[config.mk]
export PLATFORM = sky130hd
export DESIGN_NAME = sfp_front_end
export DESIGN_NICKNAME = d
export VERILOG_FILES = /design/src/sfp_pkg.sv /design/src/sfp_front_end.sv /design/src/sfp_pin_sync.sv /design/src/sfp_protect_decode.sv
export SDC_FILE = /design/constraint.sdc
export NUM_CORES = 1
export LEC_CHECK = 0
export BUFFER_PORTS_ARGS = -buffer_cell sky130_fd_sc_hd__buf_2
export CORE_MARGIN = 3
export CORE_UTILIZATION = 38
export CTS_CLUSTER_DIAMETER = 60
export CTS_CLUSTER_SIZE = 30
export DETAILED_ROUTE_END_ITERATION = 8
export GPL_ROUTABILITY_DRIVEN = 0
export HOLD_SLACK_MARGIN = 0.1
export PLACE_DENSITY = 0.66
export SYNTH_ARGS = -nofsm -noshare
export SYNTH_HDL_FRONTEND = slang
export SYNTH_SLANG_ARGS = --single-unit
[constraint.sdc]
create_clock -name sys_clk -period 5.8 [get_ports sys_clk]
set_input_delay 0.87 -clock sys_clk [delete_from_list [all_inputs] [get_ports sys_clk]]
set_output_delay 0.87 -clock sys_clk [all_outputs]
set_load 0.005 [all_outputs]
[src/sfp_pkg.sv]
// shared constants and types for the serial flash mode and protection front end
package sfp_pkg;

  localparam int ADDR_W = 24;

  // array layout: block field and sector field positions in the byte address
  localparam int BLK_MSB = 22;
  localparam int BLK_LSB = 16;
  localparam int SEC_MSB = 15;
  localparam int SEC_LSB = 12;

  localparam logic [23:0] ARRAY_TOP = 24'h7FFFFF;
  localparam logic [23:0] MASK_4K   = 24'h000FFF;
  localparam logic [23:0] MASK_32K  = 24'h007FFF;
  localparam logic [23:0] MASK_64K  = 24'h00FFFF;
  localparam logic [23:0] SIZE_4K   = 24'h001000;
  localparam logic [23:0] SIZE_128K = 24'h020000;

  // bit counts per phase
  localparam logic [4:0] OPC_BITS  = 5'h08;
  localparam logic [4:0] ADDR_BITS = 5'h18;

  // dummy clocks per read command
  localparam logic [4:0] DUMMY_FAST  = 5'h08;
  localparam logic [4:0] DUMMY_DIO   = 5'h04;
  localparam logic [4:0] DUMMY_QIO   = 5'h06;
  localparam logic [4:0] DUMMY_QWORD = 5'h04;

  // values after reset
  localparam logic [4:0] RST_PROTECT = 5'h00;
  localparam logic       RST_INVERT  = 1'b0;
  localparam logic [5:0] RST_PINS    = 6'h01;

  // opcodes
  localparam logic [7:0] OPC_SET_WRITE_LATCH_CMD   = 8'h06;
  localparam logic [7:0] OPC_CLEAR_WRITE_LATCH_CMD   = 8'h04;
  localparam logic [7:0] OPC_STATW  = 8'h01;
  localparam logic [7:0] OPC_READ   = 8'h03;
  localparam logic [7:0] OPC_FAST   = 8'h0B;
  localparam logic [7:0] OPC_DOUT   = 8'h3B;
  localparam logic [7:0] OPC_QOUT   = 8'h6B;
  localparam logic [7:0] OPC_DIO    = 8'hBB;
  localparam logic [7:0] OPC_QIO    = 8'hEB;
  localparam logic [7:0] OPC_QWORD  = 8'hE7;
  localparam logic [7:0] OPC_PROG   = 8'h02;
  localparam logic [7:0] OPC_QPROG  = 8'h32;
  localparam logic [7:0] OPC_WIPE4K = 8'h20;
  localparam logic [7:0] OPC_WIPE32 = 8'h52;
  localparam logic [7:0] OPC_WIPE64 = 8'hD8;
  localparam logic [7:0] OPC_CHIP_A = 8'h60;
  localparam logic [7:0] OPC_CHIP_B = 8'hC7;
  localparam logic [7:0] OPC_SECW   = 8'h44;
  localparam logic [7:0] OPC_SECP   = 8'h42;
  localparam logic [7:0] OPC_PDOWN  = 8'hB9;
  localparam logic [7:0] OPC_RELEASE = 8'hAB;
  localparam logic [7:0] OPC_RSTEN  = 8'h66;
  localparam logic [7:0] OPC_RST    = 8'h99;
  localparam logic [7:0] OPC_QPI_ON = 8'h38;
  localparam logic [7:0] OPC_QPI_OFF = 8'hFF;

  // erase kinds reported with an erase strobe
  localparam logic [1:0] WIPE_4K   = 2'h0;
  localparam logic [1:0] WIPE_32K  = 2'h1;
  localparam logic [1:0] WIPE_64K  = 2'h2;
  localparam logic [1:0] WIPE_CHIP = 2'h3;

  typedef enum logic [2:0] {
    ST_OPC    = 3'b000,
    ST_ADDR   = 3'b001,
    ST_DUMMY  = 3'b010,
    ST_DIN    = 3'b011,
    ST_DOUT   = 3'b100,
    ST_IGNORE = 3'b101
  } sfp_state_t;

endpackage

[src/sfp_front_end.sv]
// serial flash command front end: interface modes, write latch, power-down filter, protection
`timescale 1ns/10ps
module sfp_front_end (
  input  wire logic        sys_clk,
  input  wire logic        rstn,
  input  wire logic        csnPin,
  input  wire logic        sclkPin,
  input  wire logic [3:0]  ioIn,
  output logic      [3:0]  ioOut,
  output logic      [3:0]  ioOe,
  output logic      [23:0] arrayRdAddr,
  input  wire logic [7:0]  arrayRdData,
  output logic             progStrobe,
  output logic      [23:0] progAddr,
  output logic      [7:0]  progData,
  output logic             eraseStrobe,
  output logic      [23:0] eraseAddr,
  output logic      [1:0]  eraseKind,
  output logic             writeEnableLatch,
  output logic             quadCommandMode,
  output logic             powerDownMode,
  output logic      [4:0]  protectLevel,
  output logic             protectInvert
);

  // ---------------- functions
  function automatic logic [23:0] shiftIn(input logic [23:0] sh, input logic [3:0] io,
                                          input logic [2:0] lanes);
    logic [23:0] r;
    r = {sh[22:0], io[0]};
    if (lanes == 3'h2) r = {sh[21:0], io[1:0]};
    if (lanes == 3'h4) r = {sh[19:0], io[3:0]};
    return r;
  endfunction

  function automatic logic isAddrCmd(input logic [7:0] o);
    return o == sfp_pkg::OPC_READ || o == sfp_pkg::OPC_FAST || o == sfp_pkg::OPC_DOUT ||
           o == sfp_pkg::OPC_QOUT || o == sfp_pkg::OPC_DIO || o == sfp_pkg::OPC_QIO ||
           o == sfp_pkg::OPC_QWORD || o == sfp_pkg::OPC_PROG || o == sfp_pkg::OPC_QPROG ||
           o == sfp_pkg::OPC_WIPE4K || o == sfp_pkg::OPC_WIPE32 || o == sfp_pkg::OPC_WIPE64;
  endfunction

  function automatic logic isRead(input logic [7:0] o);
    return o == sfp_pkg::OPC_READ || o == sfp_pkg::OPC_FAST || o == sfp_pkg::OPC_DOUT ||
           o == sfp_pkg::OPC_QOUT || o == sfp_pkg::OPC_DIO || o == sfp_pkg::OPC_QIO ||
           o == sfp_pkg::OPC_QWORD;
  endfunction

  function automatic logic isProg(input logic [7:0] o);
    return o == sfp_pkg::OPC_PROG || o == sfp_pkg::OPC_QPROG;
  endfunction

  function automatic logic [4:0] dummyFor(input logic [7:0] o);
    logic [4:0] d;
    d = 5'h00;
    if (o == sfp_pkg::OPC_FAST || o == sfp_pkg::OPC_DOUT || o == sfp_pkg::OPC_QOUT)
      d = sfp_pkg::DUMMY_FAST;
    if (o == sfp_pkg::OPC_DIO)   d = sfp_pkg::DUMMY_DIO;
    if (o == sfp_pkg::OPC_QIO)   d = sfp_pkg::DUMMY_QIO;
    if (o == sfp_pkg::OPC_QWORD) d = sfp_pkg::DUMMY_QWORD;
    return d;
  endfunction

  // lanes per phase; quad command mode forces four everywhere
  function automatic logic [2:0] lanesFor(input sfp_pkg::sfp_state_t st, input logic [7:0] o,
                                          input logic quad_command_mode);
    logic [2:0] l;
    l = 3'h1;
    if (st == sfp_pkg::ST_ADDR && o == sfp_pkg::OPC_DIO) l = 3'h2;
    if (st == sfp_pkg::ST_ADDR && (o == sfp_pkg::OPC_QIO || o == sfp_pkg::OPC_QWORD)) l = 3'h4;
    if ((st == sfp_pkg::ST_DIN || st == sfp_pkg::ST_DOUT) &&
        (o == sfp_pkg::OPC_DOUT || o == sfp_pkg::OPC_DIO)) l = 3'h2;
    if ((st == sfp_pkg::ST_DIN || st == sfp_pkg::ST_DOUT) &&
        (o == sfp_pkg::OPC_QOUT || o == sfp_pkg::OPC_QIO || o == sfp_pkg::OPC_QWORD ||
         o == sfp_pkg::OPC_QPROG)) l = 3'h4;
    if (quad_command_mode) l = 3'h4;
    return l;
  endfunction

  function automatic logic inProt(input logic [23:0] a, input logic [23:0] lo,
                                  input logic [23:0] hi, input logic none, input logic inv);
    logic hit;
    hit = !none && a >= lo && a <= hi;
    return inv ? !hit : hit;
  endfunction

  // ---------------- pins
  logic [5:0] pinS;
  sfp_pin_sync #(
    .W     (6),
    .RST_V (sfp_pkg::RST_PINS)
  ) u_sync (
    .sys_clk (sys_clk),
    .rstn    (rstn),
    .pinIn   ({ioIn, sclkPin, csnPin}),
    .pinOut  (pinS)
  );

  wire       csnS  = pinS[0];
  wire       sclkS = pinS[1];
  wire [3:0] ioS   = pinS[5:2];

  // ---------------- state
  sfp_pkg::sfp_state_t st_q, st_d;
  logic        sclkPrev_q;
  logic        csnPrev_q;
  logic [23:0] sh_q, sh_d;
  logic [4:0]  cnt_q, cnt_d;
  logic [7:0]  opc_q, opc_d;
  logic [23:0] addr_q, addr_d;
  logic        allow_q, allow_d;
  logic        accepted_q, accepted_d;
  logic        addrDone_q, addrDone_d;
  logic [1:0]  nBytes_q, nBytes_d;
  logic [7:0]  stat0_q, stat0_d;
  logic [7:0]  stat1_q, stat1_d;
  logic [7:0]  outSh_q, outSh_d;
  logic [2:0]  outCnt_q, outCnt_d;
  logic        armed_q;
  logic        wel_q;
  logic        qpi_q;
  logic        pdn_q;
  logic [4:0]  level_q;
  logic        inv_q;
  logic [3:0]  ioOut_q, ioOut_d;
  logic [3:0]  ioOe_q, ioOe_d;
  logic        progStb_q, progStb_d;
  logic [23:0] progAddr_q, progAddr_d;
  logic [7:0]  progData_q, progData_d;
  logic        eraseStb_q;
  logic [23:0] eraseAddr_q;
  logic [1:0]  eraseKind_q;

  // idle level of the clock does not matter: only sampled edges inside the frame count
  wire rise     = sclkS & ~sclkPrev_q & ~csnS;
  wire fall     = ~sclkS & sclkPrev_q & ~csnS;
  wire frameEnd = csnS & ~csnPrev_q;

  wire [2:0]  lanes   = lanesFor(st_q, opc_q, qpi_q);
  wire [23:0] shNext  = shiftIn(sh_q, ioS, lanes);
  wire [4:0]  cntNext = cnt_q + {2'h0, lanes};
  wire [7:0]  opcNew  = shNext[7:0];
  // power-down filter: everything but release and the reset pair is dropped
  wire        pdnPass = !pdn_q || opcNew == sfp_pkg::OPC_RELEASE ||
                        opcNew == sfp_pkg::OPC_RSTEN || opcNew == sfp_pkg::OPC_RST;

  logic [23:0] pLo;
  logic [23:0] pHi;
  logic        pNone;
  logic        pAll;
  sfp_protect_decode u_dec (
    .protectLevel (level_q),
    .protLo       (pLo),
    .protHi       (pHi),
    .protNone     (pNone),
    .protAll      (pAll)
  );

  // protected intervals always touch an array end, so checking a unit's two ends suffices
  wire [23:0] unitMask = (opc_q == sfp_pkg::OPC_WIPE64) ? sfp_pkg::MASK_64K :
                         (opc_q == sfp_pkg::OPC_WIPE32) ? sfp_pkg::MASK_32K :
                         sfp_pkg::MASK_4K;
  wire [23:0] unitLo   = addr_q & ~unitMask;
  wire [23:0] unitHi   = addr_q | unitMask;
  wire        unitOk   = !inProt(unitLo, pLo, pHi, pNone, inv_q) &&
                         !inProt(unitHi, pLo, pHi, pNone, inv_q);
  wire        chipOk   = inv_q ? pAll : pNone;
  wire        addrOk   = !inProt(shNext, pLo, pHi, pNone, inv_q);

  wire [7:0]  byteNow  = (outCnt_q == 3'h0) ? arrayRdData : outSh_q;

  // ---------------- serial engine
  always_comb begin
    st_d       = st_q;
    sh_d       = sh_q;
    cnt_d      = cnt_q;
    opc_d      = opc_q;
    addr_d     = addr_q;
    allow_d    = allow_q;
    accepted_d = accepted_q;
    addrDone_d = addrDone_q;
    nBytes_d   = nBytes_q;
    stat0_d    = stat0_q;
    stat1_d    = stat1_q;
    outSh_d    = outSh_q;
    outCnt_d   = outCnt_q;
    ioOut_d    = ioOut_q;
    ioOe_d     = ioOe_q;
    progStb_d  = 1'b0;
    progAddr_d = progAddr_q;
    progData_d = progData_q;
    if (csnS) begin
      st_d       = sfp_pkg::ST_OPC;
      cnt_d      = 5'h00;
      outCnt_d   = 3'h0;
      ioOe_d     = 4'h0;
      if (frameEnd) begin
        accepted_d = 1'b0;
        addrDone_d = 1'b0;
        nBytes_d   = 2'h0;
      end
    end else if (rise) begin
      case (st_q)
        sfp_pkg::ST_OPC: begin
          sh_d  = shNext;
          cnt_d = cntNext;
          if (cntNext == sfp_pkg::OPC_BITS) begin
            opc_d      = opcNew;
            cnt_d      = 5'h00;
            accepted_d = pdnPass;
            if (!pdnPass) st_d = sfp_pkg::ST_IGNORE;
            else if (isAddrCmd(opcNew)) st_d = sfp_pkg::ST_ADDR;
            else if (opcNew == sfp_pkg::OPC_STATW) st_d = sfp_pkg::ST_DIN;
            else st_d = sfp_pkg::ST_IGNORE;
          end
        end
        sfp_pkg::ST_ADDR: begin
          sh_d  = shNext;
          cnt_d = cntNext;
          if (cntNext == sfp_pkg::ADDR_BITS) begin
            addr_d     = shNext;
            addrDone_d = 1'b1;
            cnt_d      = 5'h00;
            allow_d    = wel_q && addrOk;
            if (dummyFor(opc_q) != 5'h00) st_d = sfp_pkg::ST_DUMMY;
            else if (isRead(opc_q)) st_d = sfp_pkg::ST_DOUT;
            else if (isProg(opc_q)) st_d = sfp_pkg::ST_DIN;
            else st_d = sfp_pkg::ST_IGNORE;
          end
        end
        sfp_pkg::ST_DUMMY: begin
          cnt_d = cnt_q + 5'h01;
          if (cnt_q + 5'h01 == dummyFor(opc_q)) begin
            cnt_d = 5'h00;
            st_d  = sfp_pkg::ST_DOUT;
          end
        end
        sfp_pkg::ST_DIN: begin
          sh_d  = shNext;
          cnt_d = cntNext;
          if (cntNext == sfp_pkg::OPC_BITS) begin
            cnt_d = 5'h00;
            if (isProg(opc_q) && allow_q) begin
              progStb_d  = 1'b1;
              progAddr_d = addr_q;
              progData_d = shNext[7:0];
              addr_d     = {addr_q[23:8], addr_q[7:0] + 8'h01};
            end
            if (opc_q == sfp_pkg::OPC_STATW && nBytes_q == 2'h0) stat0_d = shNext[7:0];
            if (opc_q == sfp_pkg::OPC_STATW && nBytes_q == 2'h1) stat1_d = shNext[7:0];
            if (nBytes_q != 2'h3) nBytes_d = nBytes_q + 2'h1;
          end
        end
        sfp_pkg::ST_DOUT: begin
        end
        sfp_pkg::ST_IGNORE: begin
        end
        default: st_d = sfp_pkg::ST_IGNORE;
      endcase
    end else if (fall && st_q == sfp_pkg::ST_DOUT) begin
      // outputs change only on the falling edge; io3 or io1 carries the top bit
      outSh_d  = byteNow << lanes;
      outCnt_d = outCnt_q + lanes;
      if (outCnt_q == 3'h0) addr_d = addr_q + 24'h000001;
      case (lanes)
        3'h4: begin
          ioOut_d = byteNow[7:4];
          ioOe_d  = 4'hF;
        end
        3'h2: begin
          ioOut_d = {2'h0, byteNow[7:6]};
          ioOe_d  = 4'h3;
        end
        default: begin
          ioOut_d = {2'h0, byteNow[7], 1'b0};
          ioOe_d  = 4'h2;
        end
      endcase
    end
  end

  always_ff @(posedge sys_clk or negedge rstn) begin
    if (!rstn) begin
      st_q       <= sfp_pkg::ST_OPC;
      sclkPrev_q <= 1'b0;
      csnPrev_q  <= 1'b1;
      sh_q       <= 24'h000000;
      cnt_q      <= 5'h00;
      opc_q      <= 8'h00;
      addr_q     <= 24'h000000;
      allow_q    <= 1'b0;
      accepted_q <= 1'b0;
      addrDone_q <= 1'b0;
      nBytes_q   <= 2'h0;
      stat0_q    <= 8'h00;
      stat1_q    <= 8'h00;
      outSh_q    <= 8'h00;
      outCnt_q   <= 3'h0;
      ioOut_q    <= 4'h0;
      ioOe_q     <= 4'h0;
      progStb_q  <= 1'b0;
      progAddr_q <= 24'h000000;
      progData_q <= 8'h00;
    end else begin
      st_q       <= st_d;
      sclkPrev_q <= sclkS;
      csnPrev_q  <= csnS;
      sh_q       <= sh_d;
      cnt_q      <= cnt_d;
      opc_q      <= opc_d;
      addr_q     <= addr_d;
      allow_q    <= allow_d;
      accepted_q <= accepted_d;
      addrDone_q <= addrDone_d;
      nBytes_q   <= nBytes_d;
      stat0_q    <= stat0_d;
      stat1_q    <= stat1_d;
      outSh_q    <= outSh_d;
      outCnt_q   <= outCnt_d;
      ioOut_q    <= ioOut_d;
      ioOe_q     <= ioOe_d;
      progStb_q  <= progStb_d;
      progAddr_q <= progAddr_d;
      progData_q <= progData_d;
    end
  end

  // ---------------- command execution at the end of a frame
  wire ex       = frameEnd && accepted_q;
  wire isWipe   = opc_q == sfp_pkg::OPC_WIPE4K || opc_q == sfp_pkg::OPC_WIPE32 ||
                  opc_q == sfp_pkg::OPC_WIPE64;
  wire isChip   = opc_q == sfp_pkg::OPC_CHIP_A || opc_q == sfp_pkg::OPC_CHIP_B;
  wire doStatW  = ex && opc_q == sfp_pkg::OPC_STATW && wel_q && nBytes_q != 2'h0;
  wire doWipe   = ex && isWipe && wel_q && addrDone_q && unitOk;
  wire doChip   = ex && isChip && wel_q && chipOk;
  wire swReset  = ex && opc_q == sfp_pkg::OPC_RST && armed_q;
  wire welSet   = ex && opc_q == sfp_pkg::OPC_SET_WRITE_LATCH_CMD;
  wire welClr   = swReset || (ex && (opc_q == sfp_pkg::OPC_CLEAR_WRITE_LATCH_CMD || opc_q == sfp_pkg::OPC_STATW ||
                  isChip || opc_q == sfp_pkg::OPC_SECW || opc_q == sfp_pkg::OPC_SECP ||
                  ((isProg(opc_q) || isWipe) && addrDone_q)));
  wire [1:0] kindNow = isChip ? sfp_pkg::WIPE_CHIP :
                       (opc_q == sfp_pkg::OPC_WIPE64) ? sfp_pkg::WIPE_64K :
                       (opc_q == sfp_pkg::OPC_WIPE32) ? sfp_pkg::WIPE_32K : sfp_pkg::WIPE_4K;

  always_ff @(posedge sys_clk or negedge rstn) begin
    if (!rstn) begin
      wel_q       <= 1'b0;
      qpi_q       <= 1'b0;
      pdn_q       <= 1'b0;
      armed_q     <= 1'b0;
      level_q     <= sfp_pkg::RST_PROTECT;
      inv_q       <= sfp_pkg::RST_INVERT;
      eraseStb_q  <= 1'b0;
      eraseAddr_q <= 24'h000000;
      eraseKind_q <= sfp_pkg::WIPE_4K;
    end else begin
      if (welSet) wel_q <= 1'b1;
      else if (welClr) wel_q <= 1'b0;
      if (swReset || (ex && opc_q == sfp_pkg::OPC_QPI_OFF)) qpi_q <= 1'b0;
      else if (ex && opc_q == sfp_pkg::OPC_QPI_ON) qpi_q <= 1'b1;
      if (swReset || (ex && opc_q == sfp_pkg::OPC_RELEASE)) pdn_q <= 1'b0;
      else if (ex && opc_q == sfp_pkg::OPC_PDOWN) pdn_q <= 1'b1;
      if (ex) armed_q <= (opc_q == sfp_pkg::OPC_RSTEN);
      if (doStatW) level_q <= stat0_q[6:2];
      if (doStatW && nBytes_q != 2'h1) inv_q <= stat1_q[6];
      eraseStb_q <= doWipe || doChip;
      if (doWipe || doChip) begin
        eraseAddr_q <= isChip ? 24'h000000 : unitLo;
        eraseKind_q <= kindNow;
      end
    end
  end

  assign ioOut            = ioOut_q;
  assign ioOe             = ioOe_q;
  assign arrayRdAddr      = addr_q;
  assign progStrobe       = progStb_q;
  assign progAddr         = progAddr_q;
  assign progData         = progData_q;
  assign eraseStrobe      = eraseStb_q;
  assign eraseAddr        = eraseAddr_q;
  assign eraseKind        = eraseKind_q;
  assign writeEnableLatch = wel_q;
  assign quadCommandMode  = qpi_q;
  assign powerDownMode    = pdn_q;
  assign protectLevel     = level_q;
  assign protectInvert    = inv_q;

endmodule // sfp_front_end

[src/sfp_pin_sync.sv]
// three-stage pin synchroniser that accepts a change once stages two and three agree
`timescale 1ns/10ps
module sfp_pin_sync #(
  parameter int         W      = 6,
  parameter logic [5:0] RST_V  = 6'h01
) (
  input  wire logic         sys_clk,
  input  wire logic         rstn,
  input  wire logic [W-1:0] pinIn,
  output logic      [W-1:0] pinOut
);

  logic [W-1:0] s1_q;
  logic [W-1:0] s2_q;
  logic [W-1:0] s3_q;
  logic [W-1:0] out_q;
  wire  [W-1:0] agree = ~(s2_q ^ s3_q);

  always_ff @(posedge sys_clk or negedge rstn) begin
    if (!rstn) begin
      s1_q  <= RST_V[W-1:0];
      s2_q  <= RST_V[W-1:0];
      s3_q  <= RST_V[W-1:0];
      out_q <= RST_V[W-1:0];
    end else begin
      s1_q  <= pinIn;
      s2_q  <= s1_q;
      s3_q  <= s2_q;
      out_q <= (agree & s3_q) | (~agree & out_q);
    end
  end

  assign pinOut = out_q;

endmodule // sfp_pin_sync

[src/sfp_protect_decode.sv]
// decodes the protect level bits into a protected address interval
`timescale 1ns/10ps
module sfp_protect_decode (
  input  wire logic [4:0]  protectLevel,
  output logic      [23:0] protLo,
  output logic      [23:0] protHi,
  output logic             protNone,
  output logic             protAll
);

  wire [2:0]  low    = protectLevel[2:0];
  wire        fine   = protectLevel[4];
  wire        bottom = protectLevel[3];
  wire [2:0]  stepL  = low - 3'h1;
  wire [1:0]  stepS  = (stepL > 3'h3) ? 2'h3 : stepL[1:0];
  // large sizes double from 128 KB; fine sizes double from 4 KB and stop at 32 KB
  wire [23:0] bigSz  = sfp_pkg::SIZE_128K << stepL;
  wire [23:0] fineSz = sfp_pkg::SIZE_4K << stepS;
  wire [23:0] size   = fine ? fineSz : bigSz;

  assign protNone = (low == 3'h0);
  assign protAll  = (low == 3'h7);
  assign protLo = protAll ? 24'h000000 : (bottom ? 24'h000000 : sfp_pkg::ARRAY_TOP - size + 24'h000001);
  assign protHi = protAll ? sfp_pkg::ARRAY_TOP : (bottom ? size - 24'h000001 : sfp_pkg::ARRAY_TOP);

endmodule // sfp_protect_decode
=== Word-level counts from Yosys, hierarchy flattened ===
Cells that the tools add are included.

* $lt $le $gt $ge: 7
* Divide/modulo/power cells: 0
* Equal/unequal tests: 68
* Bitwise logic cells: 19
* Reduce and logical (&&, ||, !) cells: 125
* Shifts and indexed selects: 3
* Multiplexer cells: 94
* Multiply operators: 0
* $add $sub $neg: 10

{| class="wikitable"
|+ Operators by type and width
! operator !! number
|-
| $mux W24 || 12
|-
| $eq A8 B8 Y1 const B || 15
|-
| $mux W5 || 15
|-
| $eq A8 B7 Y1 const B || 9
|-
| $ge A24 B24 Y1 || 3
|-
| $le A24 B24 Y1 || 3
|-
| $eq A8 B6 Y1 const B || 7
|-
| $mux W3 || 18
|-
| $add A24 B1 Y24 const B || 2
|-
| $pmux W24 S2 || 1
|-
| $logic_or A1 B1 Y1 || 42
|-
| $logic_and A1 B1 Y1 || 37
|-
| $eq A8 B2 Y1 const B || 4
|-
| $reduce_bool A2 Y1 || 14
|-
| $mux W1 || 25
|-
| $reduce_and A5 Y1 || 5
|-
| $and A24 B24 Y24 || 1
|-
| $mux W8 || 3
|-
| $not A16 Y24 || 1
|-
| $or A24 B16 Y24 || 1
|-
| $shl A13 B2 Y24 const A || 1
|-
| $shl A18 B3 Y24 const A || 1
|-
| $sub A23 B24 Y24 const A || 1
|-
| $sub A24 B1 Y24 const B || 1
|-
| 47 further kinds || 104
|}

* Bits in latches: 0
* Logic and storage cells: 360
* Memories: 0
* Register bits after elaboration: 197
* Memory bits (writable): 0
* Bits in read-only memories: 0
* Input port bits: 16
* Output and inout bits: 101

=== Longest topological paths before layout ===
* Depth after elaboration: 28
* Gate-level depth with buffers: 21
* Gate-level depth less buffers: 19

=== By module ===
A second synthesis with hierarchy kept.

* Cell total of the unflattened synthesis: 1393
* Area, all modules: 12115.4 um2

{| class="wikitable"
|+ Modules (own cells, without submodules)
! module !! seq. area each (um2) !! cells each !! times used !! area each (um2)
|-
| sfp_front_end || 3804.9 || 1252 || 1 || 10709.0
|-
| sfp_protect_decode || 0.0 || 111 || 1 || 733.2
|-
| sfp_pin_sync || 605.6 || 30 || 1 || 673.1
|}

=== Worst setup path after synthesis ===
No wires, ideal clock.

* Path type: reg-to-reg
* From: register st_q[1]
* To: register progData_q[2] (netlist: progData[2])
* Path buffers: 5
* Required time: 5.682 ns
* Clock period less this slack: 4.525 ns
* Setup time: 0.118 ns
* Arrival: 4.407 ns
* Setup slack: 1.275 ns
* Cell stages (with the launch flop): 19
* Path through: dfrtp_1 buf_2 or3b_4 o21a_1 a31oi_1 nor2_1 inv_1 clkbuf_1 buf_1 ha_1 a21oi_1 xnor2_1 nor4b_1 nand2_1 or3_1 clkbuf_1 clkbuf_1 nand2_1 nand2_1

* Longest elaborated chain between the ends: 10
* Elaborated cells on any way between the ends: 20
* Classes of those cells: add/sub: 1; eq/ne: 6; mux: 7; reduce/logical: 6

{| class="wikitable"
|+ Ends and longest elaborated chain
! what !! RTL line !! source
|-
| start, declared || sfp_front_end.sv:104 || <nowiki>sfp_pkg::sfp_state_t st_q, st_d;</nowiki>
|-
| start signal, assigned || sfp_front_end.sv:284 || <nowiki>st_q <= sfp_pkg::ST_OPC;</nowiki>
|-
| start signal, assigned || sfp_front_end.sv:305 || <nowiki>st_q <= st_d;</nowiki>
|-
| $eq A3 B1 Y1 || sfp_front_end.sv:69, sfp_front_end.sv:70 ||
|-
| $logic_and A1 B1 Y1 || sfp_front_end.sv:69 || <nowiki>if (st == sfp_pkg::ST_ADDR && o == sfp_pkg::OPC_DIO) l = 3'h2;</nowiki>
|-
| $mux W2 || sfp_front_end.sv:69 ||
|-
| $mux W3 || sfp_front_end.sv:70 || <nowiki>if (st == sfp_pkg::ST_ADDR && (o == sfp_pkg::OPC_QIO || o == sfp_pkg::OPC_QWORD)) l = 3'h4;</nowiki>
|-
| $mux W3 || sfp_front_end.sv:71 || <nowiki>if ((st == sfp_pkg::ST_DIN || st == sfp_pkg::ST_DOUT) &&</nowiki>
|-
| $mux W3 || sfp_front_end.sv:73 || <nowiki>if ((st == sfp_pkg::ST_DIN || st == sfp_pkg::ST_DOUT) &&</nowiki>
|-
| $mux W3 || sfp_front_end.sv:76 || <nowiki>if (quad_command_mode) l = 3'h4;</nowiki>
|-
| $add A5 B3 Y5 or $eq A3 B2 Y1 (tied branches) || sfp_front_end.sv:141, sfp_front_end.sv:31 ||
|-
| $eq A5 B4 Y1 or $mux W24 (tied branches) || sfp_front_end.sv:241, sfp_front_end.sv:31 ||
|-
| $reduce_and A5 Y1 (no source line) or $mux W24 (tied branches) || -- ||
|-
| end signal, assigned || sfp_front_end.sv:324 || <nowiki>progData_q <= progData_d;</nowiki>
|-
| end, declared || sfp_front_end.sv:129 || <nowiki>logic [7:0] progData_q, progData_d;</nowiki>
|}

Several ways; a longest one is shown, not always the timed one.
A chain may end at the register's enable or synchronous reset.

=== Final worst setup path ===
* From: register level_q[0] (netlist: protectLevel[0])
* To: register eraseAddr_q[15] (netlist: eraseAddr[15])

* Longest elaborated chain between the ends: 18
* Elaborated cells on any way between the ends: 35
* Classes of those cells: add/sub: 4; order compare: 5; eq/ne: 1; shift: 2; mux: 9; reduce/logical: 14

{| class="wikitable"
|+ Ends and longest elaborated chain
! what !! RTL line !! source
|-
| start, declared || sfp_front_end.sv:123 || <nowiki>logic [4:0] level_q;</nowiki>
|-
| start signal, assigned || sfp_front_end.sv:351 || <nowiki>level_q <= sfp_pkg::RST_PROTECT;</nowiki>
|-
| start signal, assigned || sfp_front_end.sv:364 || <nowiki>if (doStatW) level_q <= stat0_q[6:2];</nowiki>
|-
| $sub A3 B1 Y3 || sfp_protect_decode.sv:14 || <nowiki>wire [2:0] stepL = low - 3'h1;</nowiki>
|-
| $gt A3 B2 Y1 || sfp_protect_decode.sv:15 || <nowiki>wire [1:0] stepS = (stepL > 3'h3) ? 2'h3 : stepL[1:0];</nowiki>
|-
| $mux W2 || sfp_protect_decode.sv:15 ||
|-
| $shl A13 B2 Y24 || sfp_protect_decode.sv:18 || <nowiki>wire [23:0] fineSz = sfp_pkg::SIZE_4K << stepS;</nowiki>
|-
| $mux W24 || sfp_protect_decode.sv:19 || <nowiki>wire [23:0] size = fine ? fineSz : bigSz;</nowiki>
|-
| $sub A23 B24 Y24 || sfp_protect_decode.sv:23 || <nowiki>assign protLo = protAll ? 24'h000000 : (bottom ? 24'h000000 : sfp_pkg::ARRAY_TOP - size + 24'h000001);</nowiki>
|-
| $add A24 B1 Y24 || sfp_protect_decode.sv:23 ||
|-
| $mux W24 (2 in a row) || sfp_protect_decode.sv:23 ||
|-
| $ge A24 B24 Y1 || sfp_front_end.sv:83 || <nowiki>hit = !none && a >= lo && a <= hi;</nowiki>
|-
| $logic_and A1 B1 Y1 (2 in a row) || sfp_front_end.sv:83 ||
|-
| $logic_not A1 Y1 || sfp_front_end.sv:84 || <nowiki>return inv ? !hit : hit;</nowiki>
|-
| $mux W1 || sfp_front_end.sv:84 ||
|-
| $logic_not A1 Y1, on equally long branches || sfp_front_end.sv:165, sfp_front_end.sv:166 ||
|-
| $logic_and A1 B1 Y1 || sfp_front_end.sv:165 || <nowiki>wire unitOk = !inProt(unitLo, pLo, pHi, pNone, inv_q) &&</nowiki>
|-
| $logic_and A1 B1 Y1 || sfp_front_end.sv:334 || <nowiki>wire doWipe = ex && isWipe && wel_q && addrDone_q && unitOk;</nowiki>
|-
| $logic_or A1 B1 Y1 * || sfp_front_end.sv:367 || <nowiki>if (doWipe || doChip) begin</nowiki>
|-
| end signal, assigned || sfp_front_end.sv:368 || <nowiki>eraseAddr_q <= isChip ? 24'h000000 : unitLo;</nowiki>
|-
| end, declared || sfp_front_end.sv:131 || <nowiki>logic [23:0] eraseAddr_q;</nowiki>
|}

Every way passes the cells marked *; elsewhere a longest branch is shown, timed or not.

==> results.py <==
metrics = {
    "outcome": {
        "status": "complete, no violations",
    },
    "synthesis": {
        "yosys_warnings": 0,
        "synth.largest_area_cell": "dfrtp_1",
        "syn_inst": 1302,
        "syn-cell-area_sq_um": 11370,
        "synth_edf_count": 0,
        "seq_area_frac_synth": 0.3880,
        "synthArstFlopShare": 1.000,
        "syn_area_per_cell_sq_um": 8.730,
        "synthTopCellsByCount": "nand2_1 (224), dfrtp_1 (171), o21ai_0 (108)",
        "synth_top_area_frac": 0.3765,
        "yosysMostFrequentCell": "nand2_1",
        "ys_ff_latch": 176,
        "ys_types": 95,
        "synthFlopType": "dfrtp_1",
        "synthTopCellsByArea": "dfrtp_1 (38%), ha_1 (7.7%), nand2_1 (7.4%), o21ai_0 (4.8%), mux2_2 (3.5%)",
    },
    "worst_setup_path": {
        "crit_arrival_ps": 5300,
        "cp.required_ps": 6160,
        "critical_path_peak_fanout": 13,
        "endpoint_kind": "flip-flop",
        "critPathKind": "flip-flop to flip-flop",
        "startpoint_type": "flip-flop",
    },
    "cts": {
        "cts_root_buf": "clkbuf_16",
        "cts_buffer_depth": 2,
        "cts_resized": 0,
        "post_cts_buffers": 0,
        "tritoncts": "yes",
        "hold_buffers": 0,
        "htreeDepth": 4,
        "cts_buffers": 17,
        "clkTransAtPathRegs_ps": 80,
        "cts.sinks": 176,
        "clk_latency_ps": 440,
    },
    "drt": {
        "ant_nets": 0,
        "wl_microns": 30750,
        "avgRoutedWirePerCell_microns": 17.46,
        "drt_pass1_iterations": 6,
        "drc_errors": 0,
        "via_count": 9987,
        "viasPerCell": 5.671,
        "drtIter0Drc": 817,
    },
    "sta": {
        "finalMaxSlewViolations": 0,
        "fin_setup_tns_ps": 0,
        "slew-limit-headroom": 0.2350,
        "fin_skew_ps": 14.41,
        "finalCritPeriodShare": 0.8519,
        "hold_viol_final": 0,
        "setup_violations": 0,
        "tightest_slew_ps": 1136,
        "rsz0062_at_grt": "false",
        "max_freq_mhz": 202.4,
        "finalCriticalPeriod_ps": 4941,
    },
    "run": {
        "cap_violations": 0,
    },
    "placement": {
        "dp_hpwl_microns": 22290,
        "io_buffers": 104,
    },
    "die": {
        "core_area_sq_um": 29090,
        "io_pins": 117,
        "rows": 62,
        "fp.dieW_microns": 178.9,
        "start_util": 0.3907,
        "die_h_microns": 178.9,
        "die-area_sq_um": 32020,
    },
    "power_and_ir_drop": {
        "total_power_mw": 2.934,
        "p_leak_nw": 6.119,
        "power_density_nw_per_um2": 230.0,
        "max-vdd-ir-drop_mv": 0.1869,
    },
    "grt": {
        "antenna_found_initial": 0,
        "grt_max_degree": 111,
        "track_usage": 0.1942,
        "grt_remaining_overflow": 0,
        "grt_pass1_wl_microns": 50270,
        "grt_pass1_vias": 9375,
    },
    "finish": {
        "n_antenna_cell": 0,
        "drive_above_1_share": 0.1612,
        "num-nets-final": 1452,
        "area_growth_syn_to_layout_pct": 12.23,
    },
    "hold_path": {
        "min_path_type": "flip-flop to flip-flop",
    },
}
## per-stage QoR
step / std cells / worst slack [ps] / hold slack (ps) / instance area [sq um] / utilization
after global routing: 1761 / 372.8 / 363.5 / 12760 / 0.4385
after CTS: 1761 / 844.0 / 354.0 / 12760 / 0.4385
final: 1761 / 859.2 / 352.5 / 12760 / 0.4385
after floorplan: 1313 / 1275 / 331.2 / 11410 / -
after detailed placement: 1729 / 870.0 / 334.7 / 12150 / 0.4175
after global placement: 1729 / 967.0 / 337.2 / 12150 / 0.4175
## worst max-delay path: stages (launching register included)
cell and delay (ps):
dfrtp_1 460, inv_1 130, ha_1 350, nand2_1 110, or3_1 450, ha_1 290
a221oi_1 550, ha_1 350, nor2b_1 130, o21ai_0 170, o2111ai_1 170, nand2b_1 180
a32oi_1 340, mux2i_1 910, nand3_1 160, o21ai_0 120
## flip-flops by register name (all words and copies together) (netlist names), 2 cells and up, named ones only
register	flops
u_sync.s2_q	6
st_q	3
ioOut	4
cnt_q	5
eraseKind	2
protectLevel	5
stat0_q	5
outCnt_q	3
progAddr	24
ioOe	3
opc_q	8
u_sync.s1_q	6
eraseAddr	12
progData	8
arrayRdAddr	24
nBytes_q	2
u_sync.s3_q	6
outSh_q	8
sh_q	23
## cells by family after synthesis
family / after synthesis / synth area share
AOI/OAI and AO/OA: 337 / 0.1876
xor gates and xnor gates: 20 / 0.01541
adders and majority gates: 79 / 0.08675
buffers and inverters: 119 / 0.04668
DFF: 176 / 0.3880
muxes: 57 / 0.05405
other: 1 / 0.0003299
and+or+nand+nor: 513 / 0.2212
## layout by cell type, fill, tap and decap left out, types with 12 or more instances in the layout
cell type	netlist	routed
nand2_1	224	224
dfrtp_1	171	171
o21ai_0	108	108
buf_2	4	103
nor2_1	84	83
ha_1	70	70
a21oi_1	69	69
mux2_2	35	35
nand3_1	34	34
a31oi_1	31	30
inv_1	27	27
mux2i_1	22	22
nand2b_1	21	21
nor3_1	21	21
and2_1	18	18
a21o_1	18	18
nand4_1	17	17
clkbuf_16	0	17
buf_4	16	17
and3_1	16	16
o21a_1	14	14
xor2_1	12	12
conb_1	1	12
## report_power, final
part | total [mW] | internal (mW) | switching [mW]
combinational | 0.389 | 0.143 | 0.246
clock | 1.19 | 0.591 | 0.596
sequential | 1.36 | 1.27 | 0.0901
## layout make-up
| type | instances | area, sq um |
|---|---|---|
| well taps | 384 | 480.5 |
| repair buffers | 121 | 656.9 |
| flip-flops and latches | 176 | 4410 |
| fillers | 2848 | 16330 |
| multi-input cells | 1018 | 6485 |
| clock inverters | 15 | 185.2 |
| inverters | 30 | 112.6 |
| clock buffers | 17 | 425.4 |
## metal layers
| metal | track usage | part of all wire |
|---|---|---|
| met1 | 0.2676 | 0.44 |
| met2 | 0.3191 | 0.48 |
| met3 | 0.02965 | 0.064 |
| met4 | 0.05065 | 0.020 |
| met5 | 0 | 0 |
## path summary, 6_finish.rpt
| path | to | slack [ps] | cells past startpoint | start |
|---|---|---|---|---|
| setup / recovery | eraseAddr[15] | 860 | 15 | protectLevel[0] |
| hold / removal | u_sync.s2_q[4] | 350 | 0 | u_sync.s1_q[4] |
| setup reg to reg | eraseAddr[15] | 860 | 15 | protectLevel[0] |
| hold reg to reg | u_sync.s2_q[4] | 350 | 0 | u_sync.s1_q[4] |
| max in group asynchronous | progAddr[5] | 4200 | 2 | rstn |
| min in group asynchronous | eraseAddr[23] | 560 | 1 | rstn |
(Power assumes the default switching activity.)
